--- src/rtl/nd_pkg.sv ---
// Constants, register map and state type for the one-time value block.
// Assumes a 32-bit classic Wishbone slave decoding byte addresses.
package nd_pkg;
  // Register byte offsets
  localparam logic [7:0] ADR_CTRL = 8'h00;
  localparam logic [7:0] ADR_NONCE_MODE = 8'h04;
  localparam logic [7:0] ADR_SECOND_PARAMETER = 8'h08;
  localparam logic [7:0] ADR_IN_LEN = 8'h0c;
  localparam logic [7:0] ADR_MAC_MODE = 8'h10;
  localparam logic [7:0] ADR_IRQ_STAT = 8'h14;
  localparam logic [7:0] ADR_IRQ_MASK = 8'h18;
  localparam logic [7:0] ADR_RESP_LEN = 8'h1c;
  localparam logic [7:0] ADR_HOST_IN = 8'h20;
  localparam logic [7:0] ADR_RESP = 8'h40;
  localparam logic [7:0] ADR_WIN_MASK = 8'he0;

  // Control and status fields
  localparam int CTRL_GO_BIT = 0;
  localparam int ST_BUSY_BIT = 0;
  localparam int ST_ERR_BIT = 1;
  localparam int ST_KEY_OK_BIT = 2;
  localparam int ST_ORIGIN_BIT = 3;

  // Interrupt status / mask layout
  localparam int IRQ_W = 3;
  localparam int IRQ_DONE_BIT = 0;
  localparam int IRQ_ERR_BIT = 1;
  localparam int IRQ_MAC_ERR_BIT = 2;

  // Reset values
  localparam logic [IRQ_W-1:0] RST_IRQ_MASK = 3'h0;
  localparam logic [5:0] RST_IN_LEN = 6'h14;
  localparam logic [7:0] RST_MODE = 8'h00;
  localparam logic [15:0] RST_SECOND_PARAMETER = 16'h0000;

  // Command encoding
  localparam logic [7:0] NONCE_OPCODE = 8'h16;
  localparam logic [5:0] LEN_SHORT = 6'h14;
  localparam logic [5:0] LEN_FULL = 6'h20;
  localparam logic [5:0] LEN_ONE = 6'h01;
  localparam logic [1:0] MODE_RAND_SEED = 2'b00;
  localparam logic [1:0] MODE_RAND_KEEP = 2'b01;
  localparam logic [1:0] MODE_BAD = 2'b10;
  localparam logic [1:0] MODE_PASS = 2'b11;
  localparam int P2_SCRATCH_BIT = 15;
  localparam logic ORIGIN_RAND = 1'b0;
  localparam logic ORIGIN_INPUT = 1'b1;

  // Keyed-digest mode fields
  localparam int MAC_SN_BIT = 6;
  localparam int MAC_ORIGIN_BIT = 2;
  localparam int MAC_FIRST_BIT = 1;
  localparam int MAC_SECOND_BIT = 0;

  // Generator output while configuration is unlocked, repeated to 32 bytes
  localparam logic [63:0] TEST_PATTERN = 64'hffff0000ffff0000;
  localparam int KEY_W = 256;
  localparam int MSG_W = 440;

  typedef enum logic [2:0] {
    ST_IDLE = 3'b000,
    ST_CHECK = 3'b001,
    ST_RNG = 3'b010,
    ST_HASH = 3'b011,
    ST_WAIT = 3'b100,
    ST_FIN = 3'b101
  } nd_state_t;

  // Byte-lane merge for Wishbone writes
  function automatic logic [31:0] nd_merge(input logic [31:0] old_v, input logic [31:0] new_v,
                                           input logic [3:0] sel);
    logic [31:0] r;
    r = old_v;
    for (int i = 0; i < 4; i++)
    begin
      if (sel[i])
        r[8*i +: 8] = new_v[8*i +: 8];
    end
    return r;
  endfunction : nd_merge
endpackage : nd_pkg

--- src/rtl/nd_mac_if.sv ---
// Carrier between the command block and its keyed-digest mode decoder.
// Assumes both ends sit on the same clock; the decoder is combinational.
`timescale 1ns/10ps
interface nd_mac_if;
  logic [7:0] mode;
  logic origin;
  logic [47:0] sn_in;
  logic first_key;
  logic second_key;
  logic origin_err;
  logic [47:0] sn_field;
  modport dec (input mode, input origin, input sn_in,
               output first_key, output second_key, output origin_err, output sn_field);
  modport top (output mode, output origin, output sn_in,
               input first_key, input second_key, input origin_err, input sn_field);
endinterface : nd_mac_if

--- src/rtl/nd_mac_decode.sv ---
// Decoder for the mode byte of the keyed-digest command.
// Assumes the caller registers the results before they leave the block.
`timescale 1ns/10ps
module nd_mac_decode (
  // Mode in, selections out
  nd_mac_if.dec mi
);
  import nd_pkg::*;

  assign mi.sn_field = mi.mode[MAC_SN_BIT] ? mi.sn_in : 48'h000000000000;
  assign mi.first_key = mi.mode[MAC_FIRST_BIT];
  assign mi.second_key = mi.mode[MAC_SECOND_BIT];
  // Origin only matters when the scratch key feeds the message
  assign mi.origin_err = (mi.mode[MAC_FIRST_BIT] | mi.mode[MAC_SECOND_BIT]) &
                         (mi.mode[MAC_ORIGIN_BIT] != mi.origin);
endmodule : nd_mac_decode

--- src/rtl/nd_nonce_top.sv ---
// One-time value command and keyed-digest mode logic behind a Wishbone slave.
// Assumes an external hash engine and random generator on REF_CLK.
//
// Notes on behaviour
// - Digest mode bit 6 clear zeroes serial bytes
// - Key-fed digest needs bit 2 equal origin
// - Digest bit 1 picks slot or scratch key
// - Digest bit 0 picks challenge or scratch key
// - Random modes store digest, set valid, origin random
// - Random modes hash random, input, opcode, mode, param
// - Param bit 15 reuses scratch key, flags kept
// - Mode one suppresses seed update
// - Mode zero updates seed only when needed
// - Mode three copies 32 bytes, origin input
// - Unlocked configuration yields fixed test pattern
// - Output is 32 bytes or one zero
`timescale 1ns/10ps
module nd_nonce_top (
  // Clock and reset
  input wire logic REF_CLK,
  input wire logic RST_N,
  // Wishbone slave
  input wire logic WB_CYC_I,
  input wire logic WB_STB_I,
  input wire logic WB_WE_I,
  input wire logic [7:0] WB_ADR_I,
  input wire logic [3:0] WB_SEL_I,
  input wire logic [31:0] WB_DAT_I,
  output logic [31:0] WB_DAT_O,
  output logic WB_ACK_O,
  // Interrupt
  output logic IRQ,
  // Configuration lock pin
  input wire logic CFG_LOCKED,
  // Random generator
  output logic RNG_REQ,
  output logic RNG_SEED_UPDATE,
  input wire logic RNG_DONE,
  input wire logic [nd_pkg::KEY_W-1:0] RNG_DATA,
  // Hash engine
  output logic HASH_REQ,
  output logic [nd_pkg::MSG_W-1:0] HASH_MSG,
  input wire logic HASH_DONE,
  input wire logic [nd_pkg::KEY_W-1:0] HASH_DIGEST,
  // Keyed-digest mode decode
  input wire logic [47:0] SERIAL_NUMBER_BYTES,
  output logic MAC_FIRST_KEY,
  output logic MAC_SECOND_KEY,
  output logic [47:0] MAC_SN_FIELD
);
  import nd_pkg::*;

  nd_state_t state_ff, nxt_state;
  logic [1:0] lock_sync_ff;
  logic [7:0] mode_ff;
  logic [15:0] second_parameter_ff;
  logic [5:0] in_len_ff;
  logic [7:0] mac_mode_ff;
  logic [IRQ_W-1:0] irq_stat_ff, irq_mask_ff;
  logic [31:0] host_in_ff [0:7];
  logic [KEY_W-1:0] scratch_key_reg_ff, rnd_ff, response_bytes_ff;
  logic [5:0] resp_len_ff;
  logic scratch_key_ok_ff, key_origin_flag_ff, err_ff;
  logic ack_ff;
  logic [31:0] dat_ff;
  logic mac_chk_ff;
  logic [KEY_W-1:0] host_input_value;
  logic wb_req, wr, rd, go, use_key, bad_cmd;
  logic ev_done, ev_err, ev_mac_err;
  logic [31:0] rd_mux;
  logic [31:0] status_word;

  nd_mac_if mi ();
  nd_mac_decode u_dec (
    .mi(mi)
  );
  assign mi.mode = mac_mode_ff;
  assign mi.origin = key_origin_flag_ff;
  assign mi.sn_in = SERIAL_NUMBER_BYTES;

  // Byte 0 of the input is the most significant byte of word 0
  genvar gi;
  generate
    for (gi = 0; gi < 8; gi++)
    begin : g_in
      assign host_input_value[KEY_W-1-32*gi -: 32] = host_in_ff[gi];
    end
  endgenerate

  // Bus decode
  assign wb_req = WB_CYC_I & WB_STB_I & ~ack_ff;
  assign wr = wb_req & WB_WE_I;
  assign rd = wb_req & ~WB_WE_I;
  assign go = wr & (WB_ADR_I == ADR_CTRL) & WB_SEL_I[0] & WB_DAT_I[CTRL_GO_BIT] &
              (state_ff == ST_IDLE);
  assign use_key = second_parameter_ff[P2_SCRATCH_BIT];
  assign bad_cmd = (mode_ff[1:0] == MODE_BAD) |
                   ((mode_ff[1:0] == MODE_PASS) ? (in_len_ff != LEN_FULL)
                                                : (in_len_ff != LEN_SHORT));

  // Pin crossing: first stage is read only by the second
  always_ff @(posedge REF_CLK or negedge RST_N)
  begin
    if (!RST_N)
      lock_sync_ff <= 2'b00;
    else
      lock_sync_ff <= {lock_sync_ff[0], CFG_LOCKED};
  end

  // Command state machine
  always_comb
  begin
    nxt_state = state_ff;
    case (state_ff)
      ST_IDLE: if (go) nxt_state = ST_CHECK;
      ST_CHECK:
      begin
        if (bad_cmd || mode_ff[1:0] == MODE_PASS)
          nxt_state = ST_FIN;
        else if (use_key)
          nxt_state = ST_HASH;
        else
          nxt_state = ST_RNG;
      end
      ST_RNG: if (RNG_DONE) nxt_state = ST_HASH;
      ST_HASH: nxt_state = ST_WAIT;
      ST_WAIT: if (HASH_DONE) nxt_state = ST_FIN;
      ST_FIN: nxt_state = ST_IDLE;
      default: nxt_state = ST_IDLE;
    endcase
  end

  always_ff @(posedge REF_CLK or negedge RST_N)
  begin
    if (!RST_N)
      state_ff <= ST_IDLE;
    else
      state_ff <= nxt_state;
  end

  // Nonce command registers are frozen while a command runs; digest mode and mask are not
  always_ff @(posedge REF_CLK or negedge RST_N)
  begin
    if (!RST_N)
    begin
      mode_ff <= RST_MODE;
      second_parameter_ff <= RST_SECOND_PARAMETER;
      in_len_ff <= RST_IN_LEN;
      mac_mode_ff <= RST_MODE;
      irq_mask_ff <= RST_IRQ_MASK;
      mac_chk_ff <= 1'b0;
    end
    else
    begin
      mac_chk_ff <= wr & (WB_ADR_I == ADR_MAC_MODE) & WB_SEL_I[0];
      if (wr && state_ff == ST_IDLE)
      begin
        if (WB_ADR_I == ADR_NONCE_MODE && WB_SEL_I[0])
          mode_ff <= WB_DAT_I[7:0];
        if (WB_ADR_I == ADR_SECOND_PARAMETER)
          second_parameter_ff <= 16'(nd_merge({16'h0000, second_parameter_ff}, WB_DAT_I,
                                              WB_SEL_I));
        if (WB_ADR_I == ADR_IN_LEN && WB_SEL_I[0])
          in_len_ff <= WB_DAT_I[5:0];
      end
      if (wr && WB_ADR_I == ADR_MAC_MODE && WB_SEL_I[0])
        mac_mode_ff <= WB_DAT_I[7:0];
      if (wr && WB_ADR_I == ADR_IRQ_MASK && WB_SEL_I[0])
        irq_mask_ff <= WB_DAT_I[IRQ_W-1:0];
    end
  end

  generate
    for (gi = 0; gi < 8; gi++)
    begin : g_hin
      always_ff @(posedge REF_CLK or negedge RST_N)
      begin
        if (!RST_N)
          host_in_ff[gi] <= 32'h00000000;
        else if (wr && state_ff == ST_IDLE &&
                 WB_ADR_I == ADR_HOST_IN + 8'(4*gi))
          host_in_ff[gi] <= nd_merge(host_in_ff[gi], WB_DAT_I, WB_SEL_I);
      end
    end
  endgenerate

  // Random value and generator requests
  always_ff @(posedge REF_CLK or negedge RST_N)
  begin
    if (!RST_N)
    begin
      rnd_ff <= '0;
      RNG_REQ <= 1'b0;
      RNG_SEED_UPDATE <= 1'b0;
    end
    else
    begin
      RNG_REQ <= (state_ff == ST_CHECK) && (nxt_state == ST_RNG);
      if (state_ff == ST_CHECK && nxt_state == ST_RNG)
        RNG_SEED_UPDATE <= (mode_ff[1:0] == MODE_RAND_SEED);
      if (state_ff == ST_CHECK && use_key)
        rnd_ff <= scratch_key_reg_ff;
      else if (state_ff == ST_RNG && RNG_DONE)
        rnd_ff <= lock_sync_ff[1] ? RNG_DATA : {4{TEST_PATTERN}};
    end
  end

  // Hash request with the assembled message
  always_ff @(posedge REF_CLK or negedge RST_N)
  begin
    if (!RST_N)
    begin
      HASH_REQ <= 1'b0;
      HASH_MSG <= '0;
    end
    else
    begin
      HASH_REQ <= (state_ff == ST_HASH);
      if (state_ff == ST_HASH)
        HASH_MSG <= {rnd_ff, host_input_value[KEY_W-1 -: 160], NONCE_OPCODE, mode_ff,
                     second_parameter_ff[7:0]};
    end
  end

  // Scratch key, its flags and the response
  always_ff @(posedge REF_CLK or negedge RST_N)
  begin
    if (!RST_N)
    begin
      scratch_key_reg_ff <= '0;
      scratch_key_ok_ff <= 1'b0;
      key_origin_flag_ff <= ORIGIN_RAND;
      response_bytes_ff <= '0;
      resp_len_ff <= 6'h00;
      err_ff <= 1'b0;
    end
    else if (state_ff == ST_CHECK)
    begin
      err_ff <= bad_cmd;
      if (!bad_cmd && mode_ff[1:0] == MODE_PASS)
      begin
        scratch_key_reg_ff <= host_input_value;
        scratch_key_ok_ff <= 1'b1;
        key_origin_flag_ff <= ORIGIN_INPUT;
        response_bytes_ff <= '0;
        resp_len_ff <= LEN_ONE;
      end
    end
    else if (state_ff == ST_WAIT && HASH_DONE)
    begin
      scratch_key_reg_ff <= HASH_DIGEST;
      resp_len_ff <= LEN_FULL;
      if (use_key)
        response_bytes_ff <= HASH_DIGEST;
      else
      begin
        response_bytes_ff <= rnd_ff;
        scratch_key_ok_ff <= 1'b1;
        key_origin_flag_ff <= ORIGIN_RAND;
      end
    end
  end

  // Registered digest-mode results
  always_ff @(posedge REF_CLK or negedge RST_N)
  begin
    if (!RST_N)
    begin
      MAC_FIRST_KEY <= 1'b0;
      MAC_SECOND_KEY <= 1'b0;
      MAC_SN_FIELD <= 48'h000000000000;
    end
    else
    begin
      MAC_FIRST_KEY <= mi.first_key;
      MAC_SECOND_KEY <= mi.second_key;
      MAC_SN_FIELD <= mi.sn_field;
    end
  end

  // Interrupt status: a new event wins over the read that clears it
  assign ev_done = (state_ff == ST_FIN) & ~err_ff;
  assign ev_err = (state_ff == ST_FIN) & err_ff;
  assign ev_mac_err = mac_chk_ff & mi.origin_err;

  always_ff @(posedge REF_CLK or negedge RST_N)
  begin
    if (!RST_N)
      irq_stat_ff <= '0;
    else
    begin
      if (rd && WB_ADR_I == ADR_IRQ_STAT)
        irq_stat_ff <= {ev_mac_err, ev_err, ev_done};
      else
        irq_stat_ff <= irq_stat_ff | {ev_mac_err, ev_err, ev_done};
    end
  end

  assign IRQ = |(irq_stat_ff & irq_mask_ff);

  // Read mux; unmapped addresses read as zero
  assign status_word = {28'h0000000, key_origin_flag_ff, scratch_key_ok_ff, err_ff,
                        state_ff != ST_IDLE};

  always_comb
  begin
    rd_mux = 32'h00000000;
    if ((WB_ADR_I & ADR_WIN_MASK) == ADR_HOST_IN)
      rd_mux = host_in_ff[WB_ADR_I[4:2]];
    else if ((WB_ADR_I & ADR_WIN_MASK) == ADR_RESP)
      rd_mux = response_bytes_ff[KEY_W-1-32*WB_ADR_I[4:2] -: 32];
    else
    begin
      case (WB_ADR_I)
        ADR_CTRL: rd_mux = status_word;
        ADR_NONCE_MODE: rd_mux = {24'h000000, mode_ff};
        ADR_SECOND_PARAMETER: rd_mux = {16'h0000, second_parameter_ff};
        ADR_IN_LEN: rd_mux = {26'h0000000, in_len_ff};
        ADR_MAC_MODE: rd_mux = {24'h000000, mac_mode_ff};
        ADR_IRQ_STAT: rd_mux = {29'h00000000, irq_stat_ff};
        ADR_IRQ_MASK: rd_mux = {29'h00000000, irq_mask_ff};
        ADR_RESP_LEN: rd_mux = {26'h0000000, resp_len_ff};
        default: rd_mux = 32'h00000000;
      endcase
    end
  end

  // One-wait-state acknowledge for every address, mapped or not
  always_ff @(posedge REF_CLK or negedge RST_N)
  begin
    if (!RST_N)
    begin
      ack_ff <= 1'b0;
      dat_ff <= 32'h00000000;
    end
    else
    begin
      ack_ff <= wb_req;
      if (rd)
        dat_ff <= rd_mux;
    end
  end

  assign WB_ACK_O = ack_ff;
  assign WB_DAT_O = dat_ff;
endmodule : nd_nonce_top

--- config.mk ---
export PLATFORM = sky130hd
export DESIGN_NAME = nd_nonce_top
export DESIGN_NICKNAME = d
export VERILOG_FILES = /design/src/rtl/nd_pkg.sv /design/src/rtl/nd_mac_if.sv /design/src/rtl/nd_mac_decode.sv /design/src/rtl/nd_nonce_top.sv
export SDC_FILE = /design/constraint.sdc
export NUM_CORES = 2
export LEC_CHECK = 0
export BUFFER_PORTS_ARGS = -buffer_cell sky130_fd_sc_hd__buf_2
export CAP_MARGIN = 20
export CORE_AREA = 2 2 445 447
export DETAILED_ROUTE_END_ITERATION = 8
export DIE_AREA = 0 0 447 449
export PLACE_DENSITY = 0.58
export SLEW_MARGIN = 20
export SYNTH_ARGS = -nofsm -noshare
export SYNTH_HDL_FRONTEND = slang
export SYNTH_HIERARCHICAL = 1
export SYNTH_SLANG_ARGS = --single-unit
--- constraint.sdc ---
create_clock -name REF_CLK -period 1.85 [get_ports REF_CLK]
set_input_delay 0.0925 -clock REF_CLK [delete_from_list [all_inputs] [get_ports REF_CLK]]
set_output_delay 0.0925 -clock REF_CLK [all_outputs]
set_load 0.01 [all_outputs]
After elaboration in Yosys (flattened, before gate mapping). Cells that the tools add are included.

Register bits after elaboration: 1604. Output and inout bits: 527. Word-level logic and storage cells: 216.

$add $sub $neg: 1. Magnitude comparators: 1. Eq/ne operators: 30. Shifts and indexed selects: 1. Muxes and demuxes: 35. Bitwise gates (word level): 22. Reduce and logical (&&, ||, !) cells: 68.

Operators with widths (count): $mux 256 (10); $shiftx 287x33->32 (1); $mux 32 (4); $pmux 16 s8 (1); $bmux 32 s3 (1); $reduce_and 2->1 (35); $eq 8x6->1 const B (8); $mux 48 (1); $eq 8x5->1 const B (4); $logic_and 1x1->1 (21); $mux 6 (3); $eq 8x4->1 const B (2); $mux 3 (5); $pmux 3 s5 (1); $and 1x1->1 (14); $eq 3x2->1 const B (4); $mux 1 (9); $reduce_and 3->1 (3); $sub 8x8->9 const A (1); $eq 8x3->1 const B (1); $logic_not 8->1 (1); $eq 3x1->1 const B (2); $eq 3x3->1 const B (2); $ne 6x5->1 const B (1); 17 further kinds (23).

Longest topological paths before layout.
Word-level depth: 11. Mapped depth: 9. Depth with buffers taken out: 5.

Cells and area by module. The synthesis kept the hierarchy.

By module, submodules not included: nd_nonce_top (instances 1, cells each 6756, area each 69297.7 um^2); nd_mac_decode (instances 1, cells each 58, area each 401.6 um^2).

Worst setup path after synthesis. OpenSTA, ideal clock, no wires.

Kind: reg2reg. Start: register ack_ff, in the netlist WB_ACK_O. End: register in_len_ff[0]. Setup time: 125 ps. Data arrival time: 1927 ps. Data required time: 1725 ps. Setup slack: -202 ps. Cell stages (with the launch flop): 8. Clock period less this slack: 2052 ps. Cells stage by stage: dfrtp_1 and3b_1 buf_2 and3_1 clkbuf_1 nand3_1 nor2_1 mux2_2.

Cells in the longest elaborated chain, start to end: 5.

RTL lines: start: declaration (line nd_nonce_top.sv:64) `logic ack_ff;`; start signal: assignment (line nd_nonce_top.sv:338) `ack_ff <= wb_req;`; $not 1->1 (line nd_nonce_top.sv:91) `assign wb_req = WB_CYC_I & WB_STB_I & ~ack_ff;`; $and 1x1->1 (line nd_nonce_top.sv:91); net wb_req (line nd_nonce_top.sv:68) `logic wb_req, wr, rd, go, use_key, bad_cmd;`; $and 1x1->1 (line nd_nonce_top.sv:92) `assign wr = wb_req & WB_WE_I;`; $logic_and 1x1->1 (line nd_nonce_top.sv:156) `if (wr && state_ff == ST_IDLE)`; $reduce_and 2->1 (no line); end signal: assignment (line nd_nonce_top.sv:164) `in_len_ff <= WB_DAT_I[5:0];`; end: declaration (line nd_nonce_top.sv:57) `logic [5:0] in_len_ff;`.

The timed path passes the listed nets, and every way through them passes these cells. A chain may end at the register's enable or synchronous reset.

Final worst setup path.
Start: register mode_ff[0]. End: register scratch_key_reg_ff[183].

Cells in the longest elaborated chain, start to end: 7. Elaborated cells on any way between the ends: 8. Classes of those cells: eq/ne (3); mux (1); bitwise (1); reduce/logical (3).

RTL lines: start: declaration (line nd_nonce_top.sv:55) `logic [7:0] mode_ff;`; start signal: assignment (line nd_nonce_top.sv:159) `mode_ff <= WB_DAT_I[7:0];`; $eq 2x2->1 (line nd_nonce_top.sv:98, nd_nonce_top.sv:240); $mux 1 (line nd_nonce_top.sv:98) `((mode_ff[1:0] == MODE_PASS) ? (in_len_ff != LEN_FULL)`; $or 1x1->1 (line nd_nonce_top.sv:97) `assign bad_cmd = (mode_ff[1:0] == MODE_BAD) |`; $logic_not 1->1 (line nd_nonce_top.sv:240) `if (!bad_cmd && mode_ff[1:0] == MODE_PASS)`; $logic_and 1x1->1 * (line nd_nonce_top.sv:240); $ne 2x1->1 (no line) *; $reduce_and 2->1 (no line) *; end signal: assignment (line nd_nonce_top.sv:242) `scratch_key_reg_ff <= host_input_value;`; end: declaration (line nd_nonce_top.sv:61) `logic [KEY_W-1:0] scratch_key_reg_ff, rnd_ff, response_bytes_ff;`.

Every way passes the cells marked *; elsewhere a longest branch is shown, timed or not.

==> summary by stage <==
Synth
The count of distinct cell types in the synthesized netlist is 67. The count of warnings emitted by yosys is 6. Counting flops with an async set or reset pin after synthesis yields a share of 100.0%. The mean post-synth cell area is 10.23 um^2. Synthesis inferred 1598 register bits. Synthesis produced a netlist whose cell count is 6814.

Yosys mapped a number of flops with a built-in enable equal to 0. After synthesis, flip-flops and latches occupy 57.38% of the total area. The netlist area before placement is 69700 um^2. The leading register cell type out of synthesis is sky130_fd_sc_hd__dfrtp_1.

Power and ir drop
The completed layout was analyzed and its total power is 96.46 mW. Net switching is 29.54% of the power. Internal power comes to 67.97 mW.

Sequential cells burn 44.4% of the power. The power share of the combinational group is 18.0%. The power density of the placed cells is 979.5 nW/um^2. The maximum resistive drop on vdd is 1.013 mV. Of the total power, the clock network draws 37.7%. Summed over all cells, the static leakage comes to 48.58 nW. The switching power of the nets is 28.49 mW.

Setup path
The stage delay of the slowest cell on the critical path is 0.50 ns. The type of element capturing the critical path is a flip-flop. In this run the worst path has a maximum fanout of 32.

Data on the critical path arrives at its endpoint at 2.95 ns. Counting both buffers and inverters, the worst setup path holds a total of 3. The kind of cell with the highest combined delay along the critical path is simple AND/OR/NAND/NOR gates. The start-to-end type of the worst setup path is flip-flop to flip-flop. The cell that appears most often on the critical path is sky130_fd_sc_hd__nand2_1.

The critical path startpoint category is a flip-flop. Walking the worst path, the cells encountered are nand2_2 > or4b_4 > buf_4 > o31a_4 > buf_12 > clkbuf_16 > nand2_1 > nand2_1. The required arrival time at the worst endpoint is 2.57 ns. For this design, the slowest cell found on the critical path is sky130_fd_sc_hd__or4b_4.

Timing
The final number of hold-violating endpoints was 0. The worst-case setup margin in the final layout is -0.3827 ns. Setup violations remaining at the end of the flow were counted as 1127. The worst pin sits at a relative slew slack of 57.62%. Setup repair after global routing could not meet its margin everywhere.

Derived from the worst setup path, the maximum achievable clock frequency is 447.9 MHz. The setup TNS is -192.79 ns. Dividing the final minimum period by the clock period gives 120.7%. For the pin with the worst max-slew slack, the measured transition is 0.6356 ns. Across all hold checks on the routed design, the worst slack comes to 0.04405 ns. The final-report max-slew violation count is 0. The post-route minimum period is 2.233 ns. The setup clock skew after layout is 0.04138 ns.

Floorplanning
Measured along the y axis, the die boundary spans 449 um. During I/O placement, the number of pins put on the boundary was 1139. The area of the core is 196200 um^2.

In this run the horizontal extent of the chip is 447 um. The effective utilization at floorplan is 35.53%. The die covers 200700 um^2. The floorplan row count is 163.

Finish
From synthesis to final layout, the design area changed by 41.29%. The library cell used most frequently in the layout, excluding fill and tap cells, is sky130_fd_sc_hd__nand2_1. In the layout the commonest cells are sky130_fd_sc_hd__nand2_1, sky130_fd_sc_hd__dfrtp_1, sky130_fd_sc_hd__buf_2. The net total in the final layout is 9583. The proportion of layout cells with a drive suffix above 1 is 28.70%. The post-layout utilization of the core is 50.20%. The final standard cell area without fillers is 98480 um^2.

Drt
In this run, the number of DRC markers left after iteration 0 of detailed routing was 6057. For this run, the detailed router's first-pass iteration total came to 6. After detailed routing, the number of remaining DRC violations is 0. The total routed wirelength is 327.2 mm.

The via count of the routed design is 63095. Dividing the detail-routed wire length by the instance count gives 27.77 um. After detailed routing, the number of vias per cell comes to 5.356. The remaining number of nets flagged by the antenna check after routing is 0.

GRT
The via count of the first global-routing pass is 64155. In the global route stage, overall resource usage came out at 31.91%. The pin count of the biggest net entering global routing is 111. The aggregate global routing overflow is 0. The first global-routing pass estimated 463.6 mm of wire. The initial antenna violation count was 60.

Outcome
The flow ran to the end, but the final reports show violations. The final reports fail on setup timing.

CTS
TritonCTS built the clock tree. Clock tree synthesis inserted a total of 174 buffers. The clock input transition at the sequential cells of the worst setup and hold paths is 0.06 ns. For this design, the sink count on the clock tree is 1598. The root buffer cell is sky130_fd_sc_hd__clkbuf_16. The H-tree depth is 4. The clock latency reported for the late side of the worst-skew pair is 0.88 ns. The largest buffer count on any clock path is 3.

Placed design
After detailed placement, the total cell area comes to 83330 um^2. The number of buffers inserted by port buffering is 1133. The final weighted congestion in routability-driven placement is 0.9466. Summed over all nets, the half-perimeter wirelength after detailed placement is 241.1 mm.

Min path
The path category of the worst min-delay check is primary input to flip-flop.

Run
The total of max-cap violations is 0.
## worst min-delay path, stage by stage
cell,delay (ns)
sky130_fd_sc_hd__dlygate4sd3_1,0.52
sky130_fd_sc_hd__buf_2,0.13
sky130_fd_sc_hd__a22oi_1,0.08
sky130_fd_sc_hd__nand2_1,0.06
## registers in the layout (all words and copies together) (netlist names), 3 cells and up
name                 cells
HASH_MSG               433
MAC_SN_FIELD            48
WB_DAT_O                32
host_in_ff             256
in_len_ff                6
irq_mask_ff              3
irq_stat_ff              3
mac_mode_ff              8
mode_ff                  8
response_bytes_ff      256
rnd_ff                 256
scratch_key_reg_ff     256
second_parameter_ff     16
state_ff                 3
## cell type report
cell class	count	area, um^2
multi-input combinational	4720	28660
sequential	1598	40000
tap	2640	3303
inverter	7	33.78
fill	17719	97720
timing repair buffer	2470	20490
antenna	36	90.09
clock buffer	252	5129
clock inverter	57	775.7
## cell usage after synthesis, drive strengths merged, types with 3 or more instances
master	number	area [um^2]
a211oi	8	60.06
a21oi	31	155.2
a221oi	21	183.9
a22o	3	26.28
a22oi	277	2079
a31oi	135	844.6
a41oi	8	70.07
and2	52	351.6
and3	5	31.28
buf	158	837.0
clkbuf	335	1260
dfrtp	1596	39940
inv	7	26.27
mux2	307	3457
mux2i	307	3073
mux4	112	2522
nand2	2379	8950
nand2b	5	31.28
nand3	141	705.7
nand3b	132	991.0
nor2	210	855.8
nor2b	13	81.33
nor3	4	36.29
nor3b	3	22.52
nor4	7	148.9
nor4b	3	38.79
o21ai	520	2603
o22a	3	26.28
o22ai	3	18.77
## stage by stage
step           worst slack (ns)  instances
2_1_floorplan           -0.1244       6818
3_3_place_gp            -0.8553      10674
3_5_place_dp            -0.8780      10674
4_1_cts                 -0.3128      11724
5_1_grt                 -0.4057      11773
6_report                -0.3827      11780
## per-layer routing
layer	up-vias	routed length, um	track usage, %
li1	27554	-	-
met1	31755	124100	38.40
met2	2921	157200	52.63
met3	833	21230	5.825
met4	32	24400	20.19
met5	-	188	0
## kinds of logic after synthesis
logic type,share of synthesized area [%]
xor gates and xnor gates,0.01257
and+or+nand+nor,17.69
AOI/OAI and AO/OA,8.879
muxes,12.99
other,0.005380
DFF,57.38
buffers and inverters,3.046
## final timing paths
kind	from	end	slack, ns	cells after the start
min reg2reg	lock_sync_ff[0]	lock_sync_ff[1]	0.36	0
max in group asynchronous	RST_N	scratch_key_reg_ff[138]	0.59	5
min in group asynchronous	RST_N	MAC_SN_FIELD[17]	0.56	4
min	HASH_DIGEST[146]	scratch_key_reg_ff[146]	0.04	4
max reg2reg	mode_ff[0]	scratch_key_reg_ff[183]	-0.38	8
max	mode_ff[0]	scratch_key_reg_ff[183]	-0.38	8
## power by group through the flow
stage	logic (mW)	clock network (mW)	registers, mW
final	17.4	36.3	42.8
after global routing	18.9	38.2	43.1
after CTS	16.9	36.7	42.6
after detailed placement	15.0	0	43.1
after global placement	14.6	0	43.1
after floorplan	8.65	0	42.0
## timing repair
item	CTS	global route
hold buffers	690	0
cloned	12	11
endpoints found under the setup margin	1154	1449
pin swaps	37	18
setup buffers	44	12
hold endpoints to repair	2755	0
gates resized for setup	228	43
Power figures use the tool's default switching activity.
